--- config.mk ---
export PLATFORM = sky130hd
export DESIGN_NAME = sf_em_signaling_timing
export DESIGN_NICKNAME = d
export VERILOG_FILES = /design/src/rtl/sf_em_pkg.sv /design/src/rtl/sf_em_signaling_timing.sv
export SDC_FILE = /design/constraint.sdc
export NUM_CORES = 1
export LEC_CHECK = 0
export BUFFER_PORTS_ARGS = -buffer_cell sky130_fd_sc_hd__buf_4
export CAP_MARGIN = 30
export CORE_UTILIZATION = 67
export CTS_CLUSTER_DIAMETER = 200
export DETAILED_ROUTE_END_ITERATION = 6
export GPL_TIMING_DRIVEN = 0
export PLACE_DENSITY_LB_ADDON = 0.05
export SYNTH_ARGS = -nofsm -noshare
export SYNTH_HDL_FRONTEND = slang
export SYNTH_SLANG_ARGS = --single-unit
export TNS_END_PERCENT = 30
--- constraint.sdc ---
create_clock -name clk_i -period 4.1 [get_ports clk_i]
set_clock_uncertainty 0.15 [all_clocks]
set_input_delay 0.615 -clock clk_i [delete_from_list [all_inputs] [get_ports clk_i]]
set_output_delay 0.615 -clock clk_i [all_outputs]
set_load 0.005 [all_outputs]
--- src/rtl/sf_em_pkg.sv ---
package sf_em_pkg;

    // Clock and the one-millisecond timing tick.
    localparam int unsigned CLK_PERIOD_NS = 4;
    localparam int unsigned TICK_PERIOD_NS = 1000000;
    localparam int unsigned TICK_CYCLES_DEF = TICK_PERIOD_NS / CLK_PERIOD_NS;
    localparam int unsigned TICK_W = 18;

    // Millisecond counters saturate well above the longest delay.
    localparam int unsigned CNT_W = 9;
    localparam logic [CNT_W-1:0] CNT_ZERO = 9'h000;
    localparam logic [CNT_W-1:0] CNT_MAX = 9'h1FF;

    // Transmit section delays in milliseconds (18, 400, 50).
    localparam logic [CNT_W-1:0] M_DELAY_MS = 9'h012;
    localparam logic [CNT_W-1:0] AUG_LEVEL_MS = 9'h190;
    localparam logic [CNT_W-1:0] MIN_BURST_MS = 9'h032;

    // Receive section delays in milliseconds (225, 50, 13, 225, 50, 60, 33, 50).
    localparam logic [CNT_W-1:0] GUARD_HL_MS = 9'h0E1;
    localparam logic [CNT_W-1:0] GUARD_LH_MS = 9'h032;
    localparam logic [CNT_W-1:0] BEF_INSERT_MS = 9'h00D;
    localparam logic [CNT_W-1:0] BEF_REMOVE_MS = 9'h0E1;
    localparam logic [CNT_W-1:0] BEF_TAIL_MS = 9'h032;
    localparam logic [CNT_W-1:0] SEIZE_MS = 9'h03C;
    localparam logic [CNT_W-1:0] RELEASE_MS = 9'h021;
    localparam logic [CNT_W-1:0] E_MIN_BREAK_MS = 9'h032;

    // Reset values of the control outputs: idle trunk, tone sent, path cut.
    localparam logic TONE_KEY_RST = 1'b1;
    localparam logic PATH_CUT_RST = 1'b1;
    localparam logic BUSY_RST = 1'b0;
    localparam logic HIGH_LEVEL_RST = 1'b0;
    localparam logic GUARD_LOW_RST = 1'b0;
    localparam logic BEF_RST = 1'b0;

    typedef enum logic {
        E_OPEN,
        E_GROUND
    } e_lead_state_t;

endpackage

--- src/rtl/sf_em_signaling_timing.sv ---
// Contract
// RULE1: Tone changes after M-lead held 18 ms.
// RULE2: Tone idle, none busy, breaks while dialing.
// RULE3: Normal polarity: battery busy, open idle.
// RULE4: Inverted polarity: battery idle, open busy.
// RULE5: High tone level 400 ms after hangup.
// RULE6: Ignore on-hook pulses shorter than delay.
// RULE7: Stretch short tone bursts to 50 ms.
// RULE8: Longer bursts follow on-hook interval length.
// RULE9: Cut speech path 18 ms before tone.
// RULE10: Restore speech path on local seizure.
// RULE11: Guard switches after 225 / 50 ms.
// RULE12: Insert band filter 13 ms after tone.
// RULE13: Remove filter after longer of two timings.
// RULE14: Short received breaks stretched to 50 ms.
// RULE15: Long received breaks keep their length; the code makes them 27 ms shorter (60 ms seizure delay, 33 ms release delay).
// RULE16: Ground E lead 60 ms after tone loss.
// RULE17: Open E lead 33 ms after tone returns.
// RULE18: All delays counted on millisecond tick.
// RULE19: Ignore received breaks shorter than seizure delay.
module sf_em_signaling_timing #(
    parameter int unsigned TICK_CYCLES = sf_em_pkg::TICK_CYCLES_DEF
) (
    // Clock and reset
    input wire logic clk_i,
    input wire logic rst_b_i,
    // Trunk side
    input wire logic m_lead_battery_i,
    input wire logic m_lead_polarity_switch_i,
    output logic e_lead_ground_o,
    // Facility side
    input wire logic tone_detect_i,
    output logic tone_key_o,
    output logic tone_high_level_o,
    output logic xmt_path_cut_o,
    output logic guard_low_o,
    output logic bef_insert_o
);
    import sf_em_pkg::*;

    function automatic logic [CNT_W-1:0] sat_inc(input logic [CNT_W-1:0] c, input logic en);
        sat_inc = (en && (c != CNT_MAX)) ? c + 9'h001 : c;
    endfunction

    // Millisecond tick.
    logic [TICK_W-1:0] tick_cnt_q;
    logic [TICK_W-1:0] tick_cnt_d;
    logic tick;
    assign tick = (tick_cnt_q == TICK_W'(TICK_CYCLES - 1)); // RULE18
    assign tick_cnt_d = tick ? '0 : tick_cnt_q + 18'h00001;

    always_ff @(posedge clk_i) begin
        if (!rst_b_i) begin
            tick_cnt_q <= '0;
        end else begin
            tick_cnt_q <= tick_cnt_d;
        end
    end

    // Transmit section.
    logic busy_q;
    logic busy_d;
    logic busy_raw;
    logic m_differs;
    logic m_done;
    logic [CNT_W-1:0] mdly_cnt_q;
    logic [CNT_W-1:0] mdly_cnt_d;
    logic tone_key_q;
    logic tone_key_d;
    logic [CNT_W-1:0] burst_cnt_q;
    logic [CNT_W-1:0] burst_cnt_d;
    logic hangup;
    logic [CNT_W-1:0] aug_cnt_q;
    logic [CNT_W-1:0] aug_cnt_d;
    logic aug_q;
    logic cut_q;
    logic cut_d;

    // Normal setting: battery means busy; the inverted setting swaps it.
    assign busy_raw = m_lead_battery_i ^ m_lead_polarity_switch_i; // RULE3 RULE4
    assign m_differs = busy_raw != busy_q;
    // A pulse that ends before the delay clears the counter and never reaches the tone.
    assign mdly_cnt_d = m_differs ? sat_inc(mdly_cnt_q, tick) : CNT_ZERO; // RULE6
    assign m_done = m_differs && (mdly_cnt_q >= M_DELAY_MS); // RULE1
    assign busy_d = m_done ? busy_raw : busy_q;

    // Both edges lag by the same delay, so a long burst keeps the interval length.
    assign tone_key_d = !busy_q || (tone_key_q && (burst_cnt_q < MIN_BURST_MS)); // RULE2 RULE7 RULE8
    assign burst_cnt_d = tone_key_q ? sat_inc(burst_cnt_q, tick) : CNT_ZERO;

    assign hangup = busy_q && !busy_d;
    assign aug_cnt_d = hangup ? AUG_LEVEL_MS :
                       ((tick && (aug_cnt_q != CNT_ZERO)) ? aug_cnt_q - 9'h001 : aug_cnt_q); // RULE5

    // The cut rises as soon as the M lead leaves busy, one full delay before the tone.
    assign cut_d = !(busy_q && busy_raw && !tone_key_d); // RULE9 RULE10

    always_ff @(posedge clk_i) begin
        if (!rst_b_i) begin
            busy_q <= BUSY_RST;
            mdly_cnt_q <= CNT_ZERO;
            tone_key_q <= TONE_KEY_RST;
            burst_cnt_q <= CNT_ZERO;
            aug_cnt_q <= CNT_ZERO;
            aug_q <= HIGH_LEVEL_RST;
            cut_q <= PATH_CUT_RST;
        end else begin
            busy_q <= busy_d;
            mdly_cnt_q <= mdly_cnt_d;
            tone_key_q <= tone_key_d;
            burst_cnt_q <= burst_cnt_d;
            aug_cnt_q <= aug_cnt_d;
            aug_q <= aug_cnt_d != CNT_ZERO;
            cut_q <= cut_d;
        end
    end

    assign tone_key_o = tone_key_q;
    assign tone_high_level_o = aug_q;
    assign xmt_path_cut_o = cut_q;

    // Receive section.
    logic [CNT_W-1:0] tone_cnt_q;
    logic [CNT_W-1:0] tone_cnt_d;
    logic [CNT_W-1:0] gap_cnt_q;
    logic [CNT_W-1:0] gap_cnt_d;
    logic guard_low_q;
    logic guard_low_d;
    logic bef_q;
    logic bef_d;
    logic [CNT_W-1:0] bef_age_q;
    logic [CNT_W-1:0] bef_age_d;
    logic bef_remove;
    e_lead_state_t e_state_q;
    e_lead_state_t e_state_d;
    logic [CNT_W-1:0] e_hold_cnt_q;
    logic [CNT_W-1:0] e_hold_cnt_d;
    logic e_release_ok;

    assign tone_cnt_d = tone_detect_i ? sat_inc(tone_cnt_q, tick) : CNT_ZERO;
    // A returning tone restarts the gap count, so a short break leaves the E lead open.
    assign gap_cnt_d = tone_detect_i ? CNT_ZERO : sat_inc(gap_cnt_q, tick); // RULE19

    assign guard_low_d = guard_low_q ? !(gap_cnt_q >= GUARD_LH_MS) : (tone_cnt_q >= GUARD_HL_MS); // RULE11

    assign bef_remove = (gap_cnt_q >= BEF_TAIL_MS) && (bef_age_q >= BEF_REMOVE_MS); // RULE13
    assign bef_d = bef_q ? !bef_remove : (tone_cnt_q >= BEF_INSERT_MS); // RULE12
    assign bef_age_d = bef_q ? sat_inc(bef_age_q, tick) : CNT_ZERO;

    assign e_hold_cnt_d = (e_state_q == E_GROUND) ? sat_inc(e_hold_cnt_q, tick) : CNT_ZERO;
    // The lead stays grounded at least the minimum break, then follows the tone.
    assign e_release_ok = (tone_cnt_q >= RELEASE_MS) && (e_hold_cnt_q >= E_MIN_BREAK_MS); // RULE14 RULE15 RULE17

    always_comb begin
        e_state_d = e_state_q;
        unique case (e_state_q)
            E_OPEN: begin
                if (gap_cnt_q >= SEIZE_MS) begin
                    e_state_d = E_GROUND; // RULE16
                end
            end
            E_GROUND: begin
                if (e_release_ok) begin
                    e_state_d = E_OPEN;
                end
            end
        endcase
    end

    always_ff @(posedge clk_i) begin
        if (!rst_b_i) begin
            tone_cnt_q <= CNT_ZERO;
            gap_cnt_q <= CNT_ZERO;
            guard_low_q <= GUARD_LOW_RST;
            bef_q <= BEF_RST;
            bef_age_q <= CNT_ZERO;
            e_state_q <= E_OPEN;
            e_hold_cnt_q <= CNT_ZERO;
        end else begin
            tone_cnt_q <= tone_cnt_d;
            gap_cnt_q <= gap_cnt_d;
            guard_low_q <= guard_low_d;
            bef_q <= bef_d;
            bef_age_q <= bef_age_d;
            e_state_q <= e_state_d;
            e_hold_cnt_q <= e_hold_cnt_d;
        end
    end

    assign guard_low_o = guard_low_q;
    assign bef_insert_o = bef_q;
    assign e_lead_ground_o = e_state_q == E_GROUND;

    // Checks.
    tick_period_a: assert property (@(posedge clk_i) disable iff (!rst_b_i) // RULE18
        tick |=> !tick)
        else $error("tick lasted more than one cycle");

    m_delay_a: assert property (@(posedge clk_i) disable iff (!rst_b_i) // RULE1
        (busy_q != $past(busy_q)) |-> ($past(mdly_cnt_q) == M_DELAY_MS))
        else $error("M-lead state taken without full delay");

    polarity_map_a: assert property (@(posedge clk_i) disable iff (!rst_b_i) // RULE3
        $rose(busy_q) |-> $past(m_lead_battery_i != m_lead_polarity_switch_i))
        else $error("busy taken against polarity setting");

    inv_idle_a: assert property (@(posedge clk_i) disable iff (!rst_b_i) // RULE4
        $fell(busy_q) |-> $past(m_lead_battery_i == m_lead_polarity_switch_i))
        else $error("idle taken against polarity setting");

    idle_tone_a: assert property (@(posedge clk_i) disable iff (!rst_b_i) // RULE2
        !busy_q |=> tone_key_o)
        else $error("no tone while idle");

    min_burst_a: assert property (@(posedge clk_i) disable iff (!rst_b_i) // RULE7
        $fell(tone_key_o) |-> ($past(burst_cnt_q) >= MIN_BURST_MS) && $past(busy_q))
        else $error("tone burst shorter than minimum");

    aug_level_a: assert property (@(posedge clk_i) disable iff (!rst_b_i) // RULE5
        $fell(busy_q) |-> tone_high_level_o && (aug_cnt_q == AUG_LEVEL_MS))
        else $error("high level not started at hangup");

    cut_before_tone_a: assert property (@(posedge clk_i) disable iff (!rst_b_i) // RULE9
        $rose(tone_key_o) |-> $past(xmt_path_cut_o, 2))
        else $error("tone sent before path cut");

    cut_release_a: assert property (@(posedge clk_i) disable iff (!rst_b_i) // RULE10
        (busy_q && busy_raw && !tone_key_q) |=> !xmt_path_cut_o)
        else $error("path cut kept after seizure");

    guard_switch_a: assert property (@(posedge clk_i) disable iff (!rst_b_i) // RULE11
        $rose(guard_low_o) |-> ($past(tone_cnt_q) >= GUARD_HL_MS))
        else $error("guard went low early");

    bef_insert_a: assert property (@(posedge clk_i) disable iff (!rst_b_i) // RULE12
        $rose(bef_insert_o) |-> ($past(tone_cnt_q) >= BEF_INSERT_MS))
        else $error("band filter inserted early");

    bef_remove_a: assert property (@(posedge clk_i) disable iff (!rst_b_i) // RULE13
        $fell(bef_insert_o) |-> ($past(bef_age_q) >= BEF_REMOVE_MS) && ($past(gap_cnt_q) >= BEF_TAIL_MS))
        else $error("band filter removed early");

    e_seize_a: assert property (@(posedge clk_i) disable iff (!rst_b_i) // RULE16
        $rose(e_lead_ground_o) |-> ($past(gap_cnt_q) >= SEIZE_MS))
        else $error("E lead grounded early");

    e_release_a: assert property (@(posedge clk_i) disable iff (!rst_b_i) // RULE17
        $fell(e_lead_ground_o) |-> ($past(tone_cnt_q) >= RELEASE_MS) && ($past(e_hold_cnt_q) >= E_MIN_BREAK_MS))
        else $error("E lead opened early");

    mdly_hold_a: assert property (@(posedge clk_i) disable iff (!rst_b_i) // RULE1
        (m_differs && (mdly_cnt_q < M_DELAY_MS)) |=> $stable(busy_q))
        else $error("M-lead state taken before delay ran out");

    m_restart_a: assert property (@(posedge clk_i) disable iff (!rst_b_i) // RULE6
        !m_differs |=> (mdly_cnt_q == CNT_ZERO))
        else $error("M-lead delay not restarted after short pulse");

    busy_silent_a: assert property (@(posedge clk_i) disable iff (!rst_b_i) // RULE2
        (busy_q && (burst_cnt_q >= MIN_BURST_MS)) |=> !tone_key_o)
        else $error("tone sent while busy");

    tone_stretch_a: assert property (@(posedge clk_i) disable iff (!rst_b_i) // RULE7
        (tone_key_o && (burst_cnt_q < MIN_BURST_MS)) |=> tone_key_o)
        else $error("tone burst cut short");

    cut_early_a: assert property (@(posedge clk_i) disable iff (!rst_b_i) // RULE9
        !busy_raw |=> xmt_path_cut_o)
        else $error("path not cut while M lead idle");

    guard_hold_a: assert property (@(posedge clk_i) disable iff (!rst_b_i) // RULE11
        (!guard_low_o && (tone_cnt_q < GUARD_HL_MS)) |=> !guard_low_o)
        else $error("guard left high state early");

    guard_return_a: assert property (@(posedge clk_i) disable iff (!rst_b_i) // RULE11
        $fell(guard_low_o) |-> ($past(gap_cnt_q) >= GUARD_LH_MS))
        else $error("guard returned high early");

    bef_wait_a: assert property (@(posedge clk_i) disable iff (!rst_b_i) // RULE12
        (!bef_insert_o && (tone_cnt_q < BEF_INSERT_MS)) |=> !bef_insert_o)
        else $error("band filter inserted before delay");

    bef_hold_a: assert property (@(posedge clk_i) disable iff (!rst_b_i) // RULE13
        (bef_insert_o && (gap_cnt_q < BEF_TAIL_MS)) |=> bef_insert_o)
        else $error("band filter dropped within tail");

    e_ignore_a: assert property (@(posedge clk_i) disable iff (!rst_b_i) // RULE19
        (!e_lead_ground_o && (gap_cnt_q < SEIZE_MS)) |=> !e_lead_ground_o)
        else $error("E lead grounded on short break");

    burst_seen_c: cover property (@(posedge clk_i) disable iff (!rst_b_i)
        $fell(tone_key_o) && ($past(burst_cnt_q) == MIN_BURST_MS));

    aug_seen_c: cover property (@(posedge clk_i) disable iff (!rst_b_i)
        $fell(tone_high_level_o));

    seize_seen_c: cover property (@(posedge clk_i) disable iff (!rst_b_i)
        $rose(e_lead_ground_o));

    bef_seen_c: cover property (@(posedge clk_i) disable iff (!rst_b_i)
        $fell(bef_insert_o));

    e_stretch_c: cover property (@(posedge clk_i) disable iff (!rst_b_i)
        $fell(e_lead_ground_o) && ($past(tone_cnt_q) > RELEASE_MS));

endmodule // sf_em_signaling_timing

# ---- Word-level counts from Yosys, hierarchy flattened
# Index checks and enable logic that the tools add are counted.
dict set report word_totals {
  regBits 88
  latchBits 0
  ramBits 0
  mem_bits_ro 0
  in_bits 5
  out_inout_bits 6
  word_cells 81
  mem_count 0
}
dict set report classes {
  add_sub_neg 8
  n_mul 0
  div 0
  order_cmp 9
  n_eq_ne 8
  shifts 0
  muxes 8
  bitwise_logic 3
  n_reduce_logical 30
}
# operator n
set ops {}
lappend ops {{9-bit by 1-bit adder with 9-bit output, second input constant} 6}
lappend ops {{9-bit != test, second input constant} 6}
lappend ops {{9-bit by 6-bit greater-or-equal comparator with 1-bit output, second input constant} 4}
lappend ops {{18-bit by 1-bit adder with 18-bit output, second input constant} 1}
lappend ops {{18-bit equality test, second input constant} 1}
lappend ops {{9-bit by 8-bit greater-or-equal comparator with 1-bit output, second input constant} 2}
lappend ops {{9-bit two-way mux} 2}
lappend ops {{9-bit nonzero test} 2}
lappend ops {{1-bit logical AND} 14}
lappend ops {{2-bit AND reduction} 5}
lappend ops {{9-bit by 4-bit greater-or-equal comparator with 1-bit output, second input constant} 1}
lappend ops {{9-bit by 5-bit greater-or-equal comparator with 1-bit output, second input constant} 1}
lappend ops {{9-bit by 6-bit less-than comparator with 1-bit output, second input constant} 1}
lappend ops {{9-bit by 1-bit subtractor with 9-bit output, second input constant} 1}
lappend ops {{1-bit zero test} 6}
lappend ops {{1-bit two-way mux} 5}
lappend ops {{2-bit OR reduction} 2}
lappend ops {{1-bit NOT} 2}
lappend ops {{1-bit one-hot mux with 2 select lines} 1}
lappend ops {{1-bit logical OR} 1}
lappend ops {{1-bit != test} 1}
lappend ops {{1-bit bitwise XOR} 1}

# ---- Logic depth before layout (Yosys ltp)
# Gate-level depths: netlist of the first run.
dict set report logic_depth {
  depth_word 8
  ltp_mapped 9
  depth_no_buf 8
}

# ---- Worst setup path after synthesis of the first run
# OpenSTA, ideal clock, no wires.
dict set report synth_path {
  path_type {register to register}
  from {register tick_cnt_q[5]}
  to {register burst_cnt_q[5]}
  setup_time_ps 72
  arrival_ps 2359
  required_ps 3878
  slack_ps 1519
  stages_incl_launch_ff 8
  path_buffers 2
  synth_period_minus_slack_ps 2581
  path_cell_list {dfxtp_1 or4b_1 or3_1 clkbuf_1 or3_1 buf_6 or4_1 a21oi_1}
}
dict set report synth_via {
  elab_chain_cells 2
}
# item line_no
set synth_rtl {}
lappend synth_rtl {{from (decl)} sf_em_signaling_timing.sv:46} ;# logic [TICK_W-1:0] tick_cnt_q;
lappend synth_rtl {{from (signal assigned)} sf_em_signaling_timing.sv:56} ;# tick_cnt_q <= tick_cnt_d;
lappend synth_rtl {{18-bit equality test} sf_em_signaling_timing.sv:49} ;# assign tick = (tick_cnt_q == TICK_W'(TICK_CYCLES - 1));
lappend synth_rtl {{1-bit logical AND} sf_em_signaling_timing.sv:42} ;# sat_inc = (en && (c != CNT_MAX)) ? c + 9'h001 : c;
lappend synth_rtl {{to (signal assigned)} sf_em_signaling_timing.sv:111} ;# burst_cnt_q <= burst_cnt_d;
lappend synth_rtl {{to (decl)} sf_em_signaling_timing.sv:70} ;# logic [CNT_W-1:0] burst_cnt_q;
# Every way passes these cells.
# A chain may end at the register's enable or synchronous reset.

# ---- Worst setup path after layout of the first run
dict set report layout_path {
  from {register tick_cnt_q[12]}
  to {register bef_age_q[4]}
}
dict set report layout_via {
  elab_chain_cells 2
}
# item line_no
set layout_rtl {}
lappend layout_rtl {{18-bit equality test} sf_em_signaling_timing.sv:49}
lappend layout_rtl {{1-bit logical AND} sf_em_signaling_timing.sv:42}
lappend layout_rtl {{to (signal assigned)} sf_em_signaling_timing.sv:184} ;# bef_age_q <= bef_age_d;
lappend layout_rtl {{to (decl)} sf_em_signaling_timing.sv:131} ;# logic [CNT_W-1:0] bef_age_q;
# Every way passes these cells.

==> results of run 1 <==
## power groups by stage
stage                     clock [W]  sequential (W)  combinational (W)
final                      0.000544        0.000858          0.0000263
after CTS                  0.000557        0.000858          0.0000264
after detailed placement          0        0.000878          0.0000260
after floorplan                   0        0.000878          0.0000158
after global placement            0        0.000878          0.0000258
after global routing       0.000585        0.000858          0.0000295
## sequential cells by signal, indices dropped and copies added (netlist names)
name and count:
xmt_path_cut_o 1, e_lead_ground_o 1, burst_cnt_q 9, busy_q 1, tone_key_o 1, aug_cnt_q 9, tick_cnt_q 18, mdly_cnt_q 9
tone_cnt_q 9, guard_low_o 1, tone_high_level_o 1, gap_cnt_q 9, bef_insert_o 1, e_hold_cnt_q 9, bef_age_q 9
## worst max path at each step
stage | start | end | slack, ps | depth (start not counted)
floorplan | tick_cnt_q[5] | burst_cnt_q[5] | 1520 | 7
global placement | tick_cnt_q[12] | bef_age_q[6] | 1180 | 6
finish | tick_cnt_q[12] | bef_age_q[4] | 1060 | 6
global route | tick_cnt_q[12] | bef_age_q[4] | 820 | 6
CTS | tick_cnt_q[12] | bef_age_q[4] | 1070 | 6
detailed placement | tick_cnt_q[12] | bef_age_q[4] | 1100 | 6
## worst max-delay path, stage by stage, from the launching register on
cell and delay (ps):
dfxtp_1 450, nor4b_1 550, nand2_1 300, buf_1 330, nor4b_1 820, a31o_2 250, a21oi_1 50
## cell type report
type,count,area [µm²],area share
tap,77,96.3,0.0203
inverter,28,105,0.0221
timing repair buffer,10,75.1,0.0158
buffer,15,72.6,0.0153
clock buffer,14,173,0.0364
sequential,88,1760,0.371
multi-input combinational,383,2460,0.519
## cells in the mapped netlist (all sizes together) (2+ instances only)
cell | number | share of area
a211o | 2 | 0.0040
a211oi | 6 | 0.010
a21oi | 29 | 0.033
a31o | 7 | 0.014
and2 | 3 | 0.0043
and3 | 11 | 0.016
buf | 5 | 0.0080
clkbuf | 10 | 0.0085
dfxtp | 88 | 0.40
ha | 20 | 0.057
inv | 28 | 0.024
mux2i | 6 | 0.014
nand2 | 32 | 0.027
nand2b | 5 | 0.0071
nand3 | 24 | 0.027
nand4 | 15 | 0.021
nand4b | 2 | 0.0040
nor2 | 62 | 0.053
nor3 | 21 | 0.024
nor4 | 22 | 0.034
nor4b | 5 | 0.0099
o2111ai | 2 | 0.0040
o211ai | 3 | 0.0051
o21ai | 10 | 0.011
o311ai | 2 | 0.0040
o31a | 3 | 0.0060
o31ai | 7 | 0.012
o41ai | 2 | 0.0040
or3 | 13 | 0.018
or3b | 2 | 0.0040
or4 | 11 | 0.020
or4b | 2 | 0.0045
xnor2 | 36 | 0.072
xor2 | 7 | 0.014
## cell usage in the layout, fill, tap and decap left out, drive strengths merged, types with 20 or more instances in the layout
cell type  Yosys  layout
a21oi         29      29
nor4          22      22
clkbuf        10      24
inv           28      28
nand3         24      24
dfxtp         88      88
nor2          62      62
nand2         32      32
nor3          21      21
ha            20      20
xnor2         36      36
## stage by stage
| stage | hold WS [ps] | util |
|---|---|---|
| after global routing | 347 | 0.747 |
| after floorplan | 248 | - |
| after detailed placement | 300 | 0.720 |
| after global placement | 287 | 0.720 |
| after CTS | 321 | 0.747 |
| final | 321 | 0.747 |
## kinds of logic after synthesis
| group | share of synthesized area |
|---|---|
| buf+inv | 0.0404 |
| xor+xnor | 0.0856 |
| mux | 0.0162 |
| simple gates | 0.282 |
| fa+ha+maj | 0.0569 |
| compound gates | 0.119 |
| flops | 0.400 |
## layer usage
layer | vias up | GRT usage
met5 | - | 0
met4 | 0 | 0.114
met3 | 16 | 0.0606
met2 | 65 | 0.452
met1 | 1772 | 0.337
li1 | 1898 | -
==> results_dict.tcl, run 1 <==
set metrics [dict create \
    numClockSinks 88 \
    post_cts_resized 0 \
    nFillCells 493 \
    synth_top_flop_cell "dfxtp_1" \
    worstPathRequired_ps 4190 \
    hold_buffers 0 \
    r2r_start "tick_cnt_q[12]" \
    nets 560 \
    p_seq_frac 0.601 \
    track_usage 0.271 \
    switching_share 0.210 \
    crit_arrival_ps 3130 \
    syn_inst 514 \
    cts_root_buffer "clkbuf_8" \
    syn-num-nets 539 \
    p_int_w 0.00113 \
    hp-class "reg -> reg" \
    critical_path.max_fanout 10 \
    first_pass_iters 4 \
    status "complete, no violations" \
    dp_slack_ps 1100 \
    switchingPower_w 0.000300 \
    worstMarginPinSlew_ps 920 \
    io_pins 11 \
    clkPwrFrac 0.381 \
    p_leak_nw 1.55 \
    final_antenna_net_count 0 \
    path_class "reg -> reg" \
    place_area_um2 4570 \
    hold_violations 0 \
    synth-seq-cells 88 \
    grt_antenna_before_repair 0 \
    max_freq_ghz 0.329 \
    die_h_um 83.1 \
    synth_area_per_cell_um2 8.56 \
    start_kind "flop" \
    vias 3751 \
    grt_pass1_wl_um 15100 \
    fin_crit_sh 0.741 \
    clk_path_buf_depth 2 \
    syn_to_final_growth_pct 7.82 \
    clk_pin_slew_ps 80 \
    drv_cap 0 \
    dr.max_layer_used "met4" \
    finalSetupViolCount 0 \
    synth-async-reset-ratio 0 \
    dr_wl_met2_um 4340 \
    place_inst 601 \
    whs_path_depth 1 \
    final_cells 615 \
    gr-total-overflow 0 \
    die_x_um 83.1 \
    min-delay-start "tick_cnt_q[0]" \
    layout-drive-gt1-share 0.0762 \
    power.share.combinational 0.018 \
    hold-path-endpoint "tick_cnt_q[0]" \
    wl_um 9110 \
    end_kind "flop" \
    slew_headroom 0.378 \
    io_buffer_count 10 \
    stdcell_area_um2 4750 \
    finalWeightedCongestion 0.865 \
    maxSlewViolCount 0 \
    cts_tree "done" \
    finalSetupTns_ps 0 \
    numCtsBuffers 9 \
    min_period_ps 3040 \
    rr_endpoint "bef_age_q[4]" \
    wl_met3_um 343 \
    syn-cell-area_um2 4400 \
    rsz0062_at_grt "no" \
    clk_latency_ps 360 \
    ys_warn_count 0 \
    avgViaCountPerCell 6.10 \
    die_area_um2 6900 \
    postCtsSetupBuffers 0 \
    synth_seq_area_share 0.400 \
    htreeDepth 3 \
    core_um2 6350 \
    remaining_drc_errors 0 \
    r2r_setup_slack_ps 1060 \
    hpwl_um 6550 \
    peakVddDrop_mv 0.250 \
    initial_utilization 0.693 \
    wl_met1_um 4250 \
    p_total_w 0.00143 \
    grt_pass1_vias 3367 \
    layout_setup_ws_ps 1060 \
    grt_max_degree 13 \
    antenna_cells 0 \
    ys_types 50 \
    drtIter0Drc 126 \
    wl_per_cell_um 14.8 \
    rows 29 \
    p_per_area_nw_per_um2 301 \
    synth_edf_count 0 \
    reg2regPathDepth 6 \
]
No activity file was read; power rests on OpenSTA's default activity.
==> inputs of run 2 (changes only) <==
CORE_UTILIZATION = 56   (was 67)
clock period = 2.7 ns   (was 4.1 ns; I/O delays follow)
==> run 2 against run 1 <==
The flow now finishes with violations (negative setup slack). Sequential power up 52%. Non-clock buffer count up 1. Critical path type unchanged. Clock power up 97%. Clock-buffer cell count down 3. Utilization down 6.3 points. Cell count up 4.1%. Highest routed layer unchanged. Critical endpoint is now e_hold_cnt_q[5]. Cell area up 6.9%.
==> results_dict.tcl, run 2 (synthesized netlist as in run 1, its figures left out) <==
set metrics [dict create \
    critical_path.max_fanout 7 \
    p_leak_nw 1.63 \
    p_seq_frac 0.539 \
    cts_root_buffer "clkbuf_8" \
    maxSlewViolCount 0 \
    nets 561 \
    gr-total-overflow 0 \
    fin_util 0.685 \
    grt_max_degree 15 \
    hp-class "reg -> reg" \
    drv_cap 0 \
    finalSetupViolCount 5 \
    hold_buffers 0 \
    worstPathRequired_ps 2830 \
    grt_pass1_wl_um 16200 \
    layout-drive-gt1-share 0.142 \
    drtIter0Drc 267 \
    crit_arrival_ps 2900 \
    initial_utilization 0.594 \
    rsz0062_at_grt "yes" \
    p_per_area_nw_per_um2 476 \
    clkPwrFrac 0.443 \
    peakVddDrop_mv 0.262 \
    status "finished with violations" \
    first_pass_iters 4 \
    die_h_um 90.7 \
    rows 31 \
    p_total_w 0.00242 \
    end_kind "flop" \
    antenna_cells 0 \
    hpwl_um 6590 \
    clk_pin_slew_ps 80 \
    clk_path_buf_depth 2 \
    finalSetupTns_ps -275 \
    slew_headroom 0.605 \
    htreeDepth 3 \
    fin_crit_sh 1.03 \
    remaining_drc_errors 0 \
    regMostFlops "tick_cnt_q" \
    place_inst 623 \
    final_cell_mix "85 x dfxtp_1, 62 x nor2_1, 36 x xnor2_1, 32 x nand2_1, 28 x inv_1" \
    die_area_um2 8220 \
    start_kind "flop" \
    grt_antenna_before_repair 0 \
    io_pins 11 \
    largest_reg_flops 18 \
    switchingPower_w 0.000488 \
    avgViaCountPerCell 5.88 \
    switching_share 0.202 \
    core_um2 7410 \
    die_x_um 90.7 \
    grt_pass1_vias 3459 \
    hold_violations 0 \
    numClockSinks 88 \
    path_class "reg -> reg" \
    layout_commonest_cell "dfxtp_1" \
    violations "negative setup slack" \
    finalWeightedCongestion 0.806 \
    final_antenna_net_count 0 \
    whs_ps 311 \
    wl_um 9340 \
    track_usage 0.240 \
    layout_setup_ws_ps -72.2 \
    power.share.combinational 0.017 \
    io_buffer_count 10 \
    wl_per_cell_um 14.6 \
    clk_latency_ps 350 \
    numCtsBuffers 9 \
    final_cells 640 \
    cts_tree "done" \
    vias 3762 \
    syn_to_final_growth_pct 15.3 \
    p_int_w 0.00193 \
    min_period_ps 2770 \
    max_freq_ghz 0.361 \
    worstMarginPinSlew_ps 587 \
]
run 2: power by group through the flow:
stage | Sequential, W | Combinational, W | Clock (W)
final | 0.00130 | 0.0000416 | 0.00107
after global routing | 0.00130 | 0.0000468 | 0.00115
after CTS | 0.00130 | 0.0000416 | 0.00110
after detailed placement | 0.00133 | 0.0000407 | 0
after global placement | 0.00133 | 0.0000398 | 0
after floorplan | 0.00133 | 0.0000240 | 0
run 2: path summary, 6_finish.rpt:
| kind | startpoint | end | slack (ps) | cells past startpoint |
|---|---|---|---|---|
| max | tick_cnt_q[5] | e_hold_cnt_q[5] | -70 | 7 |
| min | busy_q | tone_key_o | 310 | 1 |
| max reg2reg | tick_cnt_q[5] | e_hold_cnt_q[5] | -70 | 7 |
| min reg2reg | busy_q | tone_key_o | 310 | 1 |
run 2: metal layers:
| layer | share of wire | vias up | GRT usage |
|---|---|---|---|
| met4 | 0.0073 | 0 | 0.0538 |
| li1 | - | 1901 | - |
| met3 | 0.037 | 8 | 0.0556 |
| met1 | 0.47 | 1802 | 0.316 |
| met5 | 0 | - | 0 |
| met2 | 0.48 | 51 | 0.400 |
run 2: through the flow:
stage	setup slack, ps	area (µm²)
after floorplan	119	4400
after global placement	-287	4600
after detailed placement	-396	4600
after CTS	-89.8	4930
after global routing	-136	5070
final	-72.2	5070
run 2: worst max-delay path, stage by stage, from the launching register on:
cell,delay [ps]
dfxtp_2,350
or4b_4,560
or3_4,390
clkbuf_8,170
or3_1,320
clkbuf_8,160
or4_1,460
a21oi_1,150
run 2: area by class of cell:
type,instances,area [µm²]
tap,99,124
sequential,88,1770
fill,627,2330
buffer,15,105
clock inverter,5,105
inverter,28,105
multi-input combinational,383,2660
clock buffer,11,131
timing repair buffer,11,82.6
run 2: timing repair:
| item | in CTS | in global routing |
|---|---|---|
| gates cloned | 0 | 0 |
| pin swaps | 4 | 2 |
| setup endpoints to repair | 61 | 51 |
| gates resized for setup | 23 | 30 |
| setup buffers | 0 | 1 |
==> inputs of run 3 (changes only) <==
--- a/config.mk
+++ b/config.mk
@@ -13,4 +13,5 @@
 export GPL_TIMING_DRIVEN = 0
 export PLACE_DENSITY_LB_ADDON = 0.05
+export SETUP_SLACK_MARGIN = 0.5
 export SYNTH_ARGS = -nofsm -noshare
 export SYNTH_HDL_FRONTEND = slang
--- a/constraint.sdc
+++ b/constraint.sdc
@@ -3,3 +3,3 @@
 set_input_delay 0.405 -clock clk_i [delete_from_list [all_inputs] [get_ports clk_i]]
 set_output_delay 0.405 -clock clk_i [all_outputs]
-set_load 0.005 [all_outputs]
+set_load 0.02 [all_outputs]
==> run 3 against run 2 <==
The run now ends clean. Sequential share of layout area fell by 1.8 points. Clock power shrank 17%. Sequential power hardly changed. Die area is the same. Worst hold slack worse by 70 ps. First-iteration DRC count decreased by 23%. Via count is 2.7% higher. Largest cell class unchanged.
==> results_dict.tcl, run 3 (synthesized netlist as in run 1, its figures left out) <==
set metrics [dict create \
    worstPathRequired_ps 2830 \
    grt_pass1_wl_um 17000 \
    hp-class "in -> reg" \
    numClockSinks 88 \
    path_cells "or4b_4 > or3_4 > buf_8 > or3_4 > buf_8 > or4_4 > a21oi_2" \
    drv_cap 0 \
    largest_reg_flops 18 \
    p_leak_nw 1.78 \
    drtIter0Drc 205 \
    clk_pin_slew_ps 80 \
    antenna_cells 0 \
    grt_max_degree 14 \
    finalSetupViolCount 0 \
    wl_um 10200 \
    whs_path_depth 3 \
    grt_antenna_before_repair 0 \
    hold_buffers 0 \
    fin_crit_sh 1.00 \
    place_inst 623 \
    layout-drive-gt1-share 0.230 \
    clk_latency_ps 350 \
    final_cells 660 \
    die_area_um2 8220 \
    die_h_um 90.7 \
    numCtsBuffers 9 \
    final_cell_mix "81 x dfxtp_1, 62 x nor2_1, 36 x xnor2_1, 33 x buf_4, 29 x nand2_1" \
    status "complete, no violations" \
    nets 581 \
    crit_path_top_delay_cell "or4b_4" \
    end_kind "flop" \
    max_freq_ghz 0.370 \
    path_class "reg -> reg" \
    clk_path_buf_depth 2 \
    p_per_area_nw_per_um2 417 \
    remaining_drc_errors 0 \
    final_antenna_net_count 0 \
    io_buffer_count 10 \
    r2r_setup_slack_ps 0.5 \
    core_um2 7410 \
    max_stage_delay_ps 530 \
    rows 31 \
    syn_to_final_growth_pct 22.2 \
    grt_pass1_vias 3697 \
    die_x_um 90.7 \
    path_buf_inv 2 \
    finalWeightedCongestion 0.856 \
    nFillCells 559 \
    layout_commonest_cell "dfxtp_1" \
    worstMarginPinSlew_ps 578 \
    min_period_ps 2700 \
    hold_violations 0 \
    cpLargestDelayFamily "simple AND/OR/NAND/NOR gates" \
    peakVddDrop_mv 0.328 \
    vias 3864 \
    cts_root_buffer "clkbuf_8" \
    maxSlewViolCount 0 \
    start_kind "flop" \
    hpwl_um 6550 \
    htreeDepth 3 \
    track_usage 0.252 \
    regMostFlops "tick_cnt_q" \
    avgViaCountPerCell 5.85 \
    critical_path.max_fanout 7 \
    initial_utilization 0.594 \
    worstSetupPathDepth 7 \
    rsz0062_at_grt "yes" \
    gr-total-overflow 0 \
    reg2regPathDepth 7 \
    wl_per_cell_um 15.4 \
    finalSetupTns_ps 0 \
    crit_arrival_ps 2830 \
    slew_headroom 0.610 \
    cts_tree "done" \
    first_pass_iters 4 \
    io_pins 11 \
]
-- run 3: changes by cell type in the layout (fill, tap and decap cells not counted), sizes merged --
| cell | previous run | this run |
|---|---|---|
| clkinv | 0 | 2 |
| bufinv | 3 | 0 |
| clkinvlp | 2 | 0 |
| buf | 17 | 40 |
-- run 3: area by class of cell --
cell class / count / area, µm² / area share
inverter: 28 / 105 / 0.0195
buffer: 15 / 125 / 0.0233
multi-input combinational: 383 / 2820 / 0.524
clock buffer: 14 / 193 / 0.0358
tap: 99 / 124 / 0.0230
timing repair buffer: 31 / 233 / 0.0433
clock inverter: 2 / 10.0 / 0.00186
sequential: 88 / 1770 / 0.330
-- run 3: path summary, 6_finish.rpt --
kind                           to          start
setup / recovery  e_hold_cnt_q[5]  tick_cnt_q[5]
hold / removal      tick_cnt_q[7]        rst_b_i
setup reg to reg  e_hold_cnt_q[5]  tick_cnt_q[5]
hold reg to reg        tone_key_o         busy_q
-- run 3: repair_timing --
item	4_1_cts	5_1_grt
setup endpoints to repair	81	73
setup buffers	6	15
pin swaps	29	41
resized for setup	50	39
-- run 3: metal layers --
| metal | global-route usage | routed length, µm |
|---|---|---|
| met1 | 0.339 | 4780 |
| met2 | 0.404 | 4840 |
| met3 | 0.0278 | 337 |
| met4 | 0.121 | 203 |
| met5 | 0 | 0 |
-- run 3: worst register-to-register path: stages (launching register included) --
cell	delay, ps
dfxtp_2	330
or4b_4	530
or3_4	390
buf_8	140
or3_4	340
buf_8	140
or4_4	480
a21oi_2	140
-- run 3: per-stage QoR --
stage          hold WS, ps  setup WS [ps]  instance area [µm²]  total power [W]  utilization
2_1_floorplan          248            134                 4450          0.00136            -
3_3_place_gp           262           -305                 4650          0.00137        0.627
3_5_place_dp           271           -435                 4650          0.00137        0.627
4_1_cts                270          -33.7                 5110          0.00226        0.689
5_1_grt                251          -65.2                 5380          0.00233        0.726
6_report               242          0.479                 5380          0.00224        0.726
-- run 3: power breakdown --
part / internal (W) / leakage [nW] / switching (W)
Combinational: 0.0000137 / 0.956 / 0.0000303
Clock: 0.000458 / 0.108 / 0.000435
Sequential: 0.00130 / 0.713 / 0.00000449
Total: 0.00177 / 1.78 / 0.000470
